===== src/verilog/td_field_map.vh =====
`ifndef TD_FIELD_MAP_VH
`define TD_FIELD_MAP_VH
// apb register byte offsets
`define REG_HDR_LO      8'h00
`define REG_HDR_HI      8'h04
`define REG_CTRL        8'h08
`define REG_STATUS      8'h0C
`define REG_RESULT      8'h10
`define REG_TOKEN       8'h14
// header low word: bytes 0..3
`define F_MOVED_LO      0
`define F_RESULT_LO     12
`define F_ACTIVE        11
`define F_TOGGLE        10
`define F_LIMIT_LO      16
`define F_SPEED         26
`define F_LAST          27
`define F_EP_LO         28
// header high word: bytes 4..7
`define F_TOTAL_LO      0
`define F_DIR_LO        10
`define F_PACING        13
`define F_FUNC_LO       16
`define F_FORMAT        23
// result codes
`define RES_OK          4'h0
`define RES_NO_REPLY    4'h5
`define RES_RSVD_A      4'hA
`define RES_RSVD_B      4'hB
`define RES_STORE_SLOW  4'hC
`define RES_FETCH_SLOW  4'hD
// token codes
`define TOK_SETUP       2'h0
`define TOK_OUT         2'h1
`define TOK_IN          2'h2
`define TOK_RSVD        2'h3
// frame timing
`define FRAME_NS        1000000
`define CLK_NS          40
`define FRAME_CYCLES    (`FRAME_NS / `CLK_NS)
`endif


===== src/verilog/td_engine.v =====
// Overview of operation
// - write result code 0000 when a transfer ends with no detected error
// - record bytes actually moved in the ten-bit moved count field
// - report 0101 when endpoint gives no reply or handshake
// - report 1100 when IN data arrives faster than memory can store it
// - report 1101 when OUT data cannot be fetched fast enough
// - clear execute-enable when the descriptor's transaction completes
// - toggle bit picks DATA0/DATA1 on send; the received data PID is not checked
// - flip toggle after every successful data packet
// - each packet limited to the ten-bit packet byte limit
// - address endpoint with the four-bit endpoint index
// - list-end bit one marks the final descriptor of the list
// - move total byte count; above packet limit only for bulk/control
// - pacing bit reads zero after power-on reset
// - with pacing set on interrupt endpoint, one transaction per 1 ms frame
// - format zero means control, bulk or interrupt descriptor
// - format one means isochronous descriptor
// - address function with the seven-bit target function address
`timescale 1ns/10ps
`include "td_field_map.vh"
module td_engine
(
    input  wire        pclk,
    input  wire        presetn,
    input  wire        psel,
    input  wire        penable,
    input  wire        pwrite,
    input  wire [7:0]  paddr,
    input  wire [31:0] pwdata,
    output reg  [31:0] prdata,
    output reg         pready,
    output reg         pslverr,
    input  wire        pkt_done_in,
    input  wire        pkt_no_reply_in,
    input  wire        pkt_store_slow_in,
    input  wire        pkt_fetch_slow_in,
    input  wire [9:0]  pkt_bytes_in,
    output reg         tok_start_r,
    output reg  [1:0]  token_direction_r,
    output reg         data_pid_one_r,
    output reg  [6:0]  target_function_addr_r,
    output reg  [3:0]  endpoint_index_r,
    output reg         low_speed_r,
    output reg  [9:0]  pkt_len_r,
    output reg         iso_mode_r,
    output reg         list_end_r
);
    localparam ST_IDLE = 2'd0;
    localparam ST_WAIT = 2'd1;
    localparam ST_DONE = 2'd2;
    localparam [31:0] FRAME_SPAN = `FRAME_CYCLES - 1; // kept full width, cut to the counter below

    // descriptor fields held as the controller's working copy
    reg        active_r;
    reg        toggle_r;
    reg [3:0]  result_code_r;
    reg [9:0]  bytes_moved_count_r;
    reg [9:0]  packet_byte_limit_r;
    reg [3:0]  ep_r;
    reg        speed_r;
    reg        last_r;
    reg [9:0]  transfer_byte_count_r;
    reg [1:0]  dir_r;
    reg        interrupt_pacing_bit_r;
    reg [6:0]  func_r;
    reg        format_r;
    reg [1:0]  state_r;
    reg [15:0] frame_cnt_r;
    reg        sent_in_frame_r;
    reg        done_r;
    // pins from the link side run on another clock, so synchronise them
    reg [4:0]  ev_meta_r;
    reg [4:0]  ev_sync_r;
    reg [4:0]  ev_prev_r;
    reg [9:0]  bytes_meta_r;
    reg [9:0]  bytes_sync_r;

    wire       wr_en  = psel & penable & pwrite;
    wire [4:0] ev_new = ev_sync_r & ~ev_prev_r;
    wire       frame_tick = (frame_cnt_r == FRAME_SPAN[15:0]);
    wire [9:0] remain = transfer_byte_count_r - bytes_moved_count_r;
    wire       pace_block = interrupt_pacing_bit_r & ~format_r & sent_in_frame_r;

    // never lets a reserved code through; the two reserved codes fall back to no reply, others pass unchanged
    function [3:0] safe_code;
        input [3:0] c;
        begin
            if (c == `RES_RSVD_A || c == `RES_RSVD_B)
                safe_code = `RES_NO_REPLY;
            else
                safe_code = c;
        end
    endfunction

    // packet length: isochronous and interrupt packets never exceed one packet limit
    function [9:0] next_len;
        input [9:0] rem;
        input [9:0] lim;
        begin
            if (rem > lim)
                next_len = lim;
            else
                next_len = rem;
        end
    endfunction

    // two-flop synchronisers and edge detection on the second stage only
    always @(posedge pclk or negedge presetn)
    begin
        if (!presetn)
        begin
            ev_meta_r    <= 5'h00;
            ev_sync_r    <= 5'h00;
            ev_prev_r    <= 5'h00;
            bytes_meta_r <= 10'h000;
            bytes_sync_r <= 10'h000;
        end
        else
        begin
            ev_meta_r    <= {pkt_fetch_slow_in, pkt_store_slow_in, pkt_no_reply_in, pkt_done_in, 1'b0};
            ev_sync_r    <= ev_meta_r;
            ev_prev_r    <= ev_sync_r;
            bytes_meta_r <= pkt_bytes_in;
            bytes_sync_r <= bytes_meta_r;
        end
    end

    // 1 ms frame timer sets the pacing window
    always @(posedge pclk or negedge presetn)
    begin
        if (!presetn)
            frame_cnt_r <= 16'h0000;
        else if (frame_tick)
            frame_cnt_r <= 16'h0000;
        else
            frame_cnt_r <= frame_cnt_r + 16'h0001;
    end

    // descriptor fields, transaction sequencer and result write-back
    always @(posedge pclk or negedge presetn)
    begin
        if (!presetn)
        begin
            active_r               <= 1'b0;
            toggle_r               <= 1'b0;
            result_code_r          <= `RES_OK;
            bytes_moved_count_r    <= 10'h000;
            packet_byte_limit_r    <= 10'h000;
            ep_r                   <= 4'h0;
            speed_r                <= 1'b0;
            last_r                 <= 1'b0;
            transfer_byte_count_r  <= 10'h000;
            dir_r                  <= 2'h0;
            interrupt_pacing_bit_r <= 1'b0;
            func_r                 <= 7'h00;
            format_r               <= 1'b0;
            state_r                <= ST_IDLE;
            sent_in_frame_r        <= 1'b0;
            done_r                 <= 1'b0;
            tok_start_r            <= 1'b0;
            token_direction_r      <= `TOK_SETUP;
            data_pid_one_r         <= 1'b0;
            target_function_addr_r <= 7'h00;
            endpoint_index_r       <= 4'h0;
            low_speed_r            <= 1'b0;
            pkt_len_r              <= 10'h000;
            iso_mode_r             <= 1'b0;
            list_end_r             <= 1'b0;
        end
        else
        begin
            tok_start_r <= 1'b0;
            if (frame_tick)
                sent_in_frame_r <= 1'b0;
            // writes are refused while a transaction runs; firmware arms with active
            if (wr_en && state_r == ST_IDLE && paddr == `REG_HDR_LO)
            begin
                active_r            <= pwdata[`F_ACTIVE];
                toggle_r            <= pwdata[`F_TOGGLE];
                packet_byte_limit_r <= pwdata[`F_LIMIT_LO +: 10];
                speed_r             <= pwdata[`F_SPEED];
                last_r              <= pwdata[`F_LAST];
                ep_r                <= pwdata[`F_EP_LO +: 4];
                bytes_moved_count_r <= 10'h000;
                result_code_r       <= `RES_OK;
                done_r              <= 1'b0;
            end
            if (wr_en && state_r == ST_IDLE && paddr == `REG_HDR_HI)
            begin
                transfer_byte_count_r  <= pwdata[`F_TOTAL_LO +: 10];
                dir_r                  <= pwdata[`F_DIR_LO +: 2];
                interrupt_pacing_bit_r <= pwdata[`F_PACING];
                func_r                 <= pwdata[`F_FUNC_LO +: 7];
                format_r               <= pwdata[`F_FORMAT];
            end
            case (state_r)
                ST_IDLE:
                begin
                    if (active_r && !done_r && dir_r == `TOK_RSVD)
                    begin
                        result_code_r <= safe_code(`RES_NO_REPLY);
                        active_r      <= 1'b0;
                        done_r        <= 1'b1;
                    end
                    else if (active_r && !done_r && !pace_block)
                    begin
                        tok_start_r            <= 1'b1;
                        token_direction_r      <= dir_r;
                        data_pid_one_r         <= toggle_r;
                        target_function_addr_r <= func_r;
                        endpoint_index_r       <= ep_r;
                        low_speed_r            <= speed_r;
                        iso_mode_r             <= format_r;
                        list_end_r             <= last_r;
                        pkt_len_r              <= next_len(remain, packet_byte_limit_r);
                        sent_in_frame_r        <= 1'b1;
                        state_r                <= ST_WAIT;
                    end
                end
                ST_WAIT:
                begin
                    if (ev_new[2])
                    begin
                        result_code_r <= safe_code(`RES_NO_REPLY);
                        state_r       <= ST_DONE;
                    end
                    else if (ev_new[3])
                    begin
                        result_code_r <= safe_code(`RES_STORE_SLOW);
                        state_r       <= ST_DONE;
                    end
                    else if (ev_new[4])
                    begin
                        result_code_r <= safe_code(`RES_FETCH_SLOW);
                        state_r       <= ST_DONE;
                    end
                    else if (ev_new[1])
                    begin
                        bytes_moved_count_r <= bytes_moved_count_r + bytes_sync_r;
                        toggle_r            <= ~toggle_r;
                        // only bulk and control run past one packet
                        if (format_r || dir_r == `TOK_SETUP || interrupt_pacing_bit_r ||
                            bytes_sync_r < pkt_len_r ||
                            bytes_moved_count_r + bytes_sync_r >= transfer_byte_count_r)
                        begin
                            result_code_r <= safe_code(`RES_OK);
                            state_r       <= ST_DONE;
                        end
                        else
                            state_r <= ST_IDLE;
                    end
                end
                ST_DONE:
                begin
                    active_r <= 1'b0;
                    done_r   <= 1'b1;
                    state_r  <= ST_IDLE;
                end
                default:
                    state_r <= ST_IDLE;
            endcase
        end
    end

    // apb slave: zero wait states, unmapped addresses answer with pslverr
    always @(posedge pclk or negedge presetn)
    begin
        if (!presetn)
        begin
            prdata  <= 32'h00000000;
            pready  <= 1'b0;
            pslverr <= 1'b0;
        end
        else
        begin
            pready  <= psel & ~penable;
            pslverr <= 1'b0;
            prdata  <= 32'h00000000;
            if (psel && !penable)
            begin
                case (paddr)
                    `REG_HDR_LO:
                        prdata <= {ep_r, last_r, speed_r, packet_byte_limit_r,
                                   result_code_r, active_r, toggle_r, bytes_moved_count_r};
                    `REG_HDR_HI:
                        prdata <= {8'h00, format_r, func_r, 2'h0, interrupt_pacing_bit_r,
                                   1'b0, dir_r, transfer_byte_count_r};
                    `REG_STATUS:
                        prdata <= {28'h0000000, done_r, sent_in_frame_r, state_r};
                    `REG_RESULT:
                        prdata <= {18'h00000, result_code_r, bytes_moved_count_r};
                    `REG_TOKEN:
                        prdata <= {10'h000, iso_mode_r, list_end_r, low_speed_r, data_pid_one_r,
                                   token_direction_r, endpoint_index_r, 5'h00, target_function_addr_r};
                    `REG_CTRL:
                        prdata <= 32'h00000000;
                    default:
                        pslverr <= 1'b1;
                endcase
            end
        end
    end
endmodule


===== config.mk =====
export PLATFORM = sky130hd
export DESIGN_NAME = td_engine
export DESIGN_NICKNAME = d
export VERILOG_FILES = /design/src/verilog/td_engine.v
export VERILOG_INCLUDE_DIRS = /design/src /design/src/verilog
export SDC_FILE = /design/constraint.sdc
export NUM_CORES = 1
export LEC_CHECK = 0
export ABC_AREA = 1
export ABC_CLOCK_PERIOD_IN_PS = 3040
export BUFFER_PORTS_ARGS = -buffer_cell sky130_fd_sc_hd__buf_2
export CAP_MARGIN = 25
export CORE_AREA = 2 2 132 134
export DETAILED_ROUTE_END_ITERATION = 16
export DIE_AREA = 0 0 134 136
export PLACE_DENSITY = 0.73
export SYNTH_ARGS = -nofsm -noshare
export SYNTH_HDL_FRONTEND = slang
export SYNTH_SLANG_ARGS = --single-unit

===== constraint.sdc =====
create_clock -name pclk -period 3.04 [get_ports pclk]
set_input_delay 0.152 -clock pclk [delete_from_list [all_inputs] [get_ports pclk]]
set_output_delay 0.152 -clock pclk [all_outputs]
set_load 0.1 [all_outputs]

==> results of run 1 <==
layout make-up:
class,instances,area [sq um],area share
multi-input combinational,600,3810,0.346
inverter,153,577,0.0524
tap,225,282,0.0256
timing repair buffer,228,1550,0.141
sequential,167,4180,0.379
clock inverter,14,194,0.0176
clock buffer,17,425,0.0386
Yosys cell counts (all sizes together), types with 3 or more instances:
cell and count:
nand2 189, dfrtp 167, inv 152, nor2 86
o21ai 80, a21oi 53, nand3 52, ha 48
nor3 17, xor2 17, buf 16, o22ai 11
nand4 9, nor4 6, a211oi 5, clkbuf 5
xnor2 4, a21o 3, o21bai 3, o31ai 3
metal layers:
| layer | wire length, um | part of all wire | up-vias | global-route usage |
|---|---|---|---|---|
| met5 | 0 | 0 | - | 0 |
| met4 | 922 | 0.039 | 0 | 0.106 |
| met3 | 1750 | 0.074 | 64 | 0.0488 |
| met2 | 11000 | 0.47 | 335 | 0.413 |
| met1 | 9960 | 0.42 | 3508 | 0.355 |
| li1 | - | - | 3501 | - |
state kept, by name (all words and copies together), names as in the netlist, 7 cells and up:
register and flops:
packet_byte_limit_r 10, transfer_byte_count_r 10, bytes_moved_count_r 10, target_function_addr_r 7
frame_cnt_r 16, func_r 7, bytes_sync_r 10, prdata 32
pkt_len_r 10, bytes_meta_r 10
timing repair:
| item | in CTS | in global routing |
|---|---|---|
| cloned | 0 | 0 |
| resized for setup | 45 | 49 |
| endpoints found under the setup margin | 14 | 15 |
| hold endpoints to repair | 81 | 0 |
| hold buffers | 39 | 0 |
| pin swaps | 28 | 44 |
| setup buffers | 7 | 7 |
worst reg2reg max path, cell delays in order, from the launching register on:
cell and delay (ps):
dfrtp_1 410, inv_1 170, ha_4 240, buf_4 150, a21oi_2 170, nand2_2 90
nand2_2 60, nand2_1 50, nand2_1 50, nand2_1 70, xor2_1 220, inv_1 120
ha_4 170, a21oi_2 150, nor2_1 80, a211oi_2 280, nand3_2 130, nand2_4 140
buf_6 140, a21oi_2 50, o21ai_1 110, nand2_1 80
report_power, final:
part	switching (mW)	internal, mW
combinational	0.435	0.334
sequential	0.0290	2.26
clock	0.968	1.31
cell families after synthesis:
family          Yosys count
buf+inv                 174
flops                   167
fa+ha+maj                50
mux                       1
compound gates          167
simple gates            361
xor+xnor                 21
per-stage QoR:
stage / power (mW) / utilization / hold WS, ps / TNS [ps] / cell area, sq um
after floorplan: 2.64 / - / -144 / 0 / 8320
after global placement: 2.88 / 0.564 / 111 / -1840 / 9520
after detailed placement: 2.89 / 0.564 / 107 / -3060 / 9520
after CTS: 5.24 / 0.634 / 1.06 / -607 / 10700
after global routing: 5.53 / 0.653 / 24.3 / -3500 / 11000
final: 5.34 / 0.653 / 3.13 / -1430 / 11000
worst min path at each step:
| stage | from | to | slack, ps | cells past startpoint |
|---|---|---|---|---|
| after global routing | pwdata[9] | transfer_byte_count_r[9] | 20 | 3 |
| after detailed placement | presetn | ev_sync_r[4] | 110 | 1 |
| after global placement | presetn | ev_meta_r[3] | 110 | 1 |
| final | pwdata[19] | func_r[3] | 3 | 3 |
| after CTS | pwdata[19] | func_r[3] | 1 | 3 |
| after floorplan | presetn | active_r | -140 | 0 |
==> summary.md, run 1 <==
| Metric | Value |
|---|---|
| Final ANT Viol Nets | `0` |
| Layout cells sized above 1 | `0.292` |
| Synth Area in Compound Gates | `0.111` |
| Sequential-to-total area share from yosys stat | `0.502` |
| TritonCTS Sinks | `167` |
| Syn nets | `1050` |
| CP endpoint | `pkt_len_r[0]` |
| Cell area after synthesis | `between 0.008 and 0.009 sq mm` |
| Commonest non-fill, non-tap cell in the layout | `nand2_1` |
| Startpoint Class | `flop` |
| Worst reg2reg startpoint | `bytes_moved_count_r[3]` |
| WL/cell | `16.8 um` |
| Final Max Slew Viols | `0` |
| Root buffer cell | `clkbuf_16` |
| Post-Route WL | `23600 um` |
| CP Max Fanout | `5` |
| Total grt overflow | `0` |
| Synth Area in Adders | `0.0770` |
| FF-to-FF setup slack | `-190 ps` |
| CP top delay family | `compound AO/OA/AOI/OAI gates` |
| CTS Buffer Depth | `2` |
| CP endpoint kind | `flop` |
| Critical path arrival | `3550 ps` |
| Final Skew | `approximately 13 ps` |
| Commonest cells after routing, fill and taps aside | `nand2_1, dfrtp_1, inv_1` |
| Number of max-cap violations | `0` |
| VDD IR max | `between 0.4 and 0.5 mV` |
| DP HPWL | `about 16000 um` |
| Final Critical Period | `between 3000 and 4000 ps` |
| Final hold violation count | `0` |
| Reg2Reg Depth | `21` |
| YS warnings | `0` |
| Critical path's slowest cell | `dfrtp_1` |
| Antenna diode count | `0` |
| Post-Synth XOR/XNOR Area | `0.0221` |
| RSZ-0062 raised after global routing | `yes` |
| Die area | `0.0182 sq mm` |
| H-tree depth | `4` |
| Setup WS pre-CTS | `-283 ps` |
| Top_reg_cell synth | `dfrtp_1` |
| Avg Cell Area, Syn | `8.84 sq um` |
| Reg-to-reg endpoint | `pkt_len_r[0]` |
| Cell count along the critical path | `21` |
| Drc violations | `0` |
| Final Non-Filler Cells | `1404` |
| CTS clk-pin slew, worst paths | `~70 ps` |
| Failing checks | `negative setup slack` |
| Worst path cell trace | `inv_1 -> ha_4 -> buf_4 -> a21oi_2 -> nand2_2 -> nand2_2 -> nand2_1 -> nand2_1 -> nand2_1 -> xor2_1 -> inv_1 -> ha_4 -> a21oi_2 -> nor2_1 -> a211oi_2 -> nand3_2 -> nand2_4 -> buf_6 -> a21oi_2 -> o21ai_1 -> nand2_1` |
| Number of I/O pins | `121` |
| Max stage delay on crit path | `410 ps` |
| Row Count | `48` |
| Status | `complete, but fails checks` |
| Critical Path RT | `3360 ps` |
| Die width | `134 um` |
| Total CTS buffers | `17` |
| Post-synth top area share | `0.502` |
| Fmax | `0.310 GHz` |
| Pwr/cell area | `485 mW/mm^2` |
| Worst-Margin Slew | `682 ps` |
| Nets@finish | `1276` |
| Cells after DPL | `approximately 1300` |
| Number of port buffers | `117` |
| Largest net degree at the start of global routing | `90` |
| Final GP Congestion | `approximately 0.96` |
| Final setup fails | `14` |
| Critical path class | `flop to flop` |
| Post-Synth Simple-Gate Area | `0.202` |
| Vias per inst | `5.28` |
| CTS tree | `done` |
| First-pass GRT wire length | `roughly 36000 um` |
| Most used cell, CP | `nand2_1` |
| Yosys top cell by area | `dfrtp_1` |
| Filler Cell Count | `1306` |
| Vias in the first global route | `between 6000 and 7000` |
| Unique masters post-synth | `47` |
| HP Class | `primary input to flop` |
| Initial DRC Count | `approximately 540` |
| Total track usage | `0.261` |
| Main combinational cell family by area after synthesis | `simple AND/OR/NAND/NOR gates` |
| Critical path origin | `bytes_moved_count_r[3]` |
| Post-synth EDFFs | `0` |
| Die Ht | `around 140 um` |
| Synth-to-layout area growth | `32.4%` |
| Seq cells post-synth | `167` |
| Final worst slack | `-189 ps` |
| Top post-synthesis cells by area | `dfrtp_1, nand2_1, ha_1` |
| Worst slew margin | `0.545` |
| Fin crit share | `1.06` |
| Pleak | `5.74 nW` |
| Initial DRT Pass Iterations | `5` |
| Multiplexer share of the synthesized area | `0.00135` |
| Core Area | `0.0169 sq mm` |
| Asr flop ratio synth | `1.00` |
| Via count | `7408` |
| Clock Latency Late Sink | `440 ps` |
| Syn Inst Count | `941` |
| Starting density of the core | `0.493` |
| Antenna violations before repair | `0` |
| Buf+Inv Stages, Crit Path | `4` |
No activity file was read; power rests on OpenSTA's default activity.
==> run 2, diff against run 1 <==
Settings changed: REMOVE_ABC_BUFFERS set to 1.
==> run 2 against run 1 <==
Net effect: largest power group is now the clock network; design area is 2.6% lower; critical path depth is 2 higher; highest routed layer unchanged; the flow still finishes with violations (negative setup slack); utilization is 1.7 points lower; clock skew is 2.5 ps lower; hold slack better by 13 ps; total power is 0.75% lower; register-to-register slack better by 140 ps; via count is 2.3% lower; global-route usage is 1.6 points lower; wire length is 7.6% lower; sequential cell count stayed put.
==> summary.md, run 2 (synthesized netlist as in run 1, its figures left out) <==
| Metric | Value |
|---|---|
| CTS Buffer Depth | `2` |
| Largest Register | `prdata` |
| WL/cell | `15.7 um` |
| VDD IR max | `about 0.42 mV` |
| Number of I/O pins | `between 100 and 150` |
| Final Max Slew Viols | `0` |
| Worst-Margin Slew | `roughly 730 ps` |
| Pleak | `5.65 nW` |
| DP HPWL | `15300 um` |
| Pwr/cell area | `494 mW/mm^2` |
| Initial DRT Pass Iterations | `5` |
| Total track usage | `0.244` |
| Critical path arrival | `between 3000 and 4000 ps` |
| FF-to-FF setup slack | `-50 ps` |
| Largest net degree at the start of global routing | `78` |
| Filler Cell Count | `around 1300` |
| Non-Filler Cell Area, Final | `0.0107 sq mm` |
| Via count | `7239` |
| Final GP Congestion | `about 0.9` |
| Total CTS buffers | `17` |
| Max reg flops | `32` |
| Hold endpoint | `func_r[2]` |
| Die Ht | `136 um` |
| Fmax | `0.324 GHz` |
| Failing checks | `negative setup slack` |
| Final worst slack | `-50.9 ps` |
| Final setup fails | `10` |
| Starting density of the core | `0.493` |
| CTS clk-pin slew, worst paths | `70 ps` |
| Worst reg2reg startpoint | `transfer_byte_count_r[0]` |
| CP endpoint kind | `flop` |
| Vias per inst | `5.20` |
| Die area | `0.0182 sq mm` |
| TritonCTS Sinks | `167` |
| Antenna diode count | `0` |
| HP Class | `primary input to flop` |
| CP Max Fanout | `5` |
| Die width | `134 um` |
| Reg area | `roughly 0.0042 sq mm` |
| Row Count | `48` |
| Commonest cells after routing, fill and taps aside | `nand2_1, dfrtp_1, inv_1` |
| Worst slew margin | `0.512` |
| Multi-input gate area | `0.00360 sq mm` |
| First-pass GRT wire length | `34400 um` |
| Total Power | `roughly 5.3 mW` |
| Total grt overflow | `0` |
| Layout cells sized above 1 | `0.256` |
| Setup tns final | `-293 ps` |
| Synth-to-layout area growth | `29.0%` |
| Critical path class | `flop to flop` |
| H-tree depth | `4` |
| DP Area | `0.00940 sq mm` |
| Reg-to-reg endpoint | `pkt_len_r[5]` |
| Nets@finish | `1262` |
| Hold depth | `3` |
| Final Critical Period | `3090 ps` |
| CTS tree | `done` |
| Core Area | `0.0169 sq mm` |
| Number of port buffers | `approximately 120` |
| Startpoint Class | `flop` |
| Min Hold Slack | `16.0 ps` |
| Commonest non-fill, non-tap cell in the layout | `nand2_1` |
| Setup WS pre-CTS | `-202 ps` |
| Final ANT Viol Nets | `0` |
| Vias in the first global route | `6889` |
| Status | `complete, but fails checks` |
| Number of max-cap violations | `0` |
| Post-Route WL | `21800 um` |
| Regs by FF count | `prdata (32), frame_cnt_r (16)` |
| Final Skew | `10.6 ps` |
| Root buffer cell | `clkbuf_16` |
| RSZ-0062 raised after global routing | `yes` |
| Reg2Reg Depth | `23` |
| Fin crit share | `1.02` |
| Critical Path RT | `3350 ps` |
| Initial DRC Count | `578` |
| Final hold violation count | `0` |
| Drc violations | `0` |
| Antenna violations before repair | `0` |
| Min-delay src | `pwdata[18]` |
| Clock Latency Late Sink | `440 ps` |
-- run 2: changes by cell type in the layout (fill, tap and decap cells not counted), sizes merged --
| cell | before | now |
|---|---|---|
| clkbuf | 17 | 18 |
| bufinv | 3 | 4 |
| clkinv | 6 | 1 |
| dlygate4sd3 | 39 | 40 |
| clkinvlp | 1 | 3 |
| buf | 189 | 174 |
| inv | 157 | 159 |
-- run 2: how the worst max path moves through the flow --
stage,endpoint,startpoint
5_1_grt,pkt_len_r[1],transfer_byte_count_r[0]
3_5_place_dp,result_code_r[0],bytes_moved_count_r[0]
3_3_place_gp,result_code_r[0],bytes_moved_count_r[0]
6_report,pkt_len_r[5],transfer_byte_count_r[0]
2_1_floorplan,pkt_len_r[4],transfer_byte_count_r[0]
4_1_cts,result_code_r[0],bytes_moved_count_r[0]
-- run 2: per-layer routing --
metal,global-route usage,routed length [um],vias up
li1,-,-,3483
met1,0.325,9510,3484
met2,0.400,10500,230
met3,0.0462,1270,42
met4,0.0922,539,0
met5,0,0,-
-- run 2: timing repair --
| action | in CTS | in global routing |
|---|---|---|
| endpoints found under the setup margin | 14 | 15 |
| pin swaps | 5 | 28 |
| buffers inserted | 6 | 8 |
| gates resized for setup | 14 | 38 |
| hold endpoints to repair | 114 | 0 |
| hold buffers | 40 | 0 |
-- run 2: power by group --
part / switching [mW] / total (mW) / internal [mW]
combinational: 0.369 / 0.640 / 0.271
sequential: 0.0286 / 2.29 / 2.26
clock: 0.951 / 2.37 / 1.42
-- run 2: worst max-delay path, stage by stage (launching register included) --
cell	delay, ps
dfrtp_1	390
inv_2	90
ha_4	140
inv_2	50
fa_2	360
nand3_2	100
nand2_2	60
nand2_2	70
nand2_1	50
nand2_1	50
nand2_1	60
xor2_1	170
inv_1	80
ha_1	280
nand2_1	60
nor2_2	150
nand4_1	110
inv_1	90
o21ai_1	60
nand3_1	100
nand2_2	120
buf_6	160
o21ai_1	120
o22ai_1	80
-- run 2: area by class of cell --
| cell class | instances | area share |
|---|---|---|
| clock buffers | 18 | 0.0409 |
| clock inverters | 14 | 0.0195 |
| inverters | 153 | 0.0535 |
| multi-input cells | 600 | 0.336 |
| flip-flops and latches | 167 | 0.390 |
| well taps | 225 | 0.0262 |
| repair buffers | 214 | 0.135 |
-- run 2: stage by stage --
| step | util | std cells |
|---|---|---|
| floorplan | - | 920 |
| CTS | 0.625 | 1383 |
| detailed placement | 0.557 | 1305 |
| finish | 0.636 | 1391 |
| global route | 0.636 | 1391 |
| global placement | 0.557 | 1305 |
==> run 3, diff against run 2 <==
Settings changed: PLACE_DENSITY 0.73 to 0.71.
==> run 3 against run 2 <==
Net effect: the flow still finishes with violations (negative setup slack); critical path depth is 4 lower; clock-buffer cell count unchanged; clock skew rose by 0.70 ps; via count is 1.8% higher; non-clock buffer count up 19; maximum frequency grew 0.53%; register-to-register slack better by 20 ps; clock power fell by 9.3%; utilization is 1.1 points higher; setup slack better by 16 ps; critical path type unchanged; critical endpoint is now pkt_len_r[3]; largest cell class unchanged; largest power group is now registers.
==> summary.md, run 3 (synthesized netlist as in run 1, its figures left out) <==
| Metric | Value |
|---|---|
| Most used cell, CP | `inv_1` |
| HP Class | `primary input to flop` |
| Fin crit share | `1.01` |
| Number of I/O pins | `121` |
| CTS Buffer Depth | `2` |
| CP Max Fanout | `8` |
| WL/cell | `about 16 um` |
| Initial DRC Count | `665` |
| Antenna diode count | `0` |
| Critical path arrival | `~3400 ps` |
| Critical Path RT | `3350 ps` |
| Die width | `134 um` |
| Final Max Slew Viols | `0` |
| Regs by FF count | `prdata (32), frame_cnt_r (16)` |
| Number of port buffers | `117` |
| Total track usage | `0.260` |
| Final worst slack | `-34.4 ps` |
| Final ANT Viol Nets | `0` |
| Pwr/cell area | `473 mW/mm^2` |
| Clock Latency Late Sink | `440 ps` |
| Post-Route WL | `23100 um` |
| Layout cells sized above 1 | `0.278` |
| CTS clk-pin slew, worst paths | `70 ps` |
| Via count | `between 7000 and 8000` |
| Status | `complete, but fails checks` |
| Largest Register | `prdata` |
| Max reg flops | `32` |
| Pleak | `5.73 nW` |
| Total Power | `5.16 mW` |
| VDD IR max | `0.432 mV` |
| Die Ht | `between 100 and 150 um` |
| Max stage delay on crit path | `370 ps` |
| Critical path class | `flop to flop` |
| Core Area | `~0.017 sq mm` |
| Setup WS pre-CTS | `-148 ps` |
| Final Skew | `around 11 ps` |
| Synth-to-layout area growth | `31.3%` |
| Commonest non-fill, non-tap cell in the layout | `nand2_1` |
| Commonest cells after routing, fill and taps aside | `nand2_1, dfrtp_1, inv_1` |
| Drc violations | `0` |
| Fmax | `0.325 GHz` |
| Vias per inst | `around 5.2` |
| DP HPWL | `15800 um` |
| Worst-Margin Slew | `701 ps` |
| Total grt overflow | `0` |
| Utilization after layout | `0.647` |
| Die area | `about 0.018 sq mm` |
| Nets@finish | `1281` |
| Final setup fails | `10` |
| Row Count | `48` |
| Final hold violation count | `0` |
| Worst slew margin | `0.532` |
| RSZ-0062 raised after global routing | `yes` |
| Final Critical Period | `a little over 3000 ps` |
| First-pass GRT wire length | `36300 um` |
| TritonCTS Sinks | `167` |
| H-tree depth | `4` |
| CTS tree | `done` |
| Starting density of the core | `0.493` |
| Initial DRT Pass Iterations | `5` |
| Final GP Congestion | `0.932` |
| Critical path's slowest cell | `ha_1` |
| Worst path cell trace | `inv_1 -> ha_1 -> a21oi_2 -> o21ai_2 -> nor2_1 -> o21bai_1 -> xor2_1 -> inv_1 -> ha_1 -> nand2_1 -> nor2_2 -> nand4_1 -> inv_1 -> o21ai_1 -> nand3_1 -> nand2_4 -> buf_6 -> o21ai_2 -> o22ai_1` |
| Startpoint Class | `flop` |
| Number of max-cap violations | `0` |
| Root buffer cell | `clkbuf_16` |
| Failing checks | `negative setup slack` |
| Antenna violations before repair | `0` |
| Total CTS buffers | `17` |
| Largest net degree at the start of global routing | `78` |
| CP endpoint kind | `flop` |
| Vias in the first global route | `7175` |
run 3: metrics by stage:
step / setup TNS (ps) / instances / hold WS, ps / area, sq um
global placement: -642 / 1321 / 243 / 9520
CTS: -0.935 / 1403 / 0.623 / 10600
finish: -211 / 1410 / 11.7 / 10900
detailed placement: -1480 / 1321 / 247 / 9520
floorplan: 0 / 920 / -144 / 8200
global route: -3370 / 1410 / 4.70 / 10900
run 3: path summary, 6_finish.rpt:
check | cells after the start | slack [ps] | startpoint | to
min in group asynchronous | 2 | 330 | presetn | ev_meta_r[4]
hold / removal | 3 | 10 | pwdata[21] | func_r[5]
max in group asynchronous | 3 | 1870 | presetn | bytes_sync_r[5]
setup reg to reg | 19 | -30 | bytes_moved_count_r[2] | pkt_len_r[3]
setup / recovery | 19 | -30 | bytes_moved_count_r[2] | pkt_len_r[3]
hold reg to reg | 0 | 350 | bytes_meta_r[9] | bytes_sync_r[9]
run 3: layout make-up:
cell class              count  area (sq um)
clock buffers              18           439
clock inverters            14           151
fillers                  1373          5950
inverters                 153           579
multi-input cells         600          3700
flip-flops and latches    167          4180
well taps                 225           282
repair buffers            233          1590
run 3: where the power goes:
part / internal [mW] / switching (mW)
clock network: 1.12 / 1.03
registers: 2.26 / 0.0281
logic: 0.317 / 0.410
total: 3.70 / 1.46
run 3: critical path: cells and delay by family (launching register included):
| kind | cells | cell delay, ps |
|---|---|---|
| adders and majority gates | 2 | 680 |
| and+or+nand+nor | 6 | 700 |
| DFF | 1 | 360 |
| xor gates and xnor gates | 1 | 180 |
| AOI/OAI and AO/OA | 6 | 680 |
| buffers and inverters | 4 | 360 |
run 3: metal layers:
metal,global-route usage,vias to the layer above,wire (um),share of wire
met5,0,-,0,0
met4,0.0892,0,525,0.023
met3,0.0548,42,1550,0.067
met2,0.423,287,11100,0.48
met1,0.348,3537,9910,0.43
li1,-,3504,-,-
run 3: repair_timing:
item | 4_1_cts | 5_1_grt
setup buffers | 8 | 7
pin swaps | 8 | 26
hold endpoints to repair | 118 | 0
gates resized for setup | 14 | 56
hold buffers | 42 | 0
setup endpoints to repair | 14 | 15
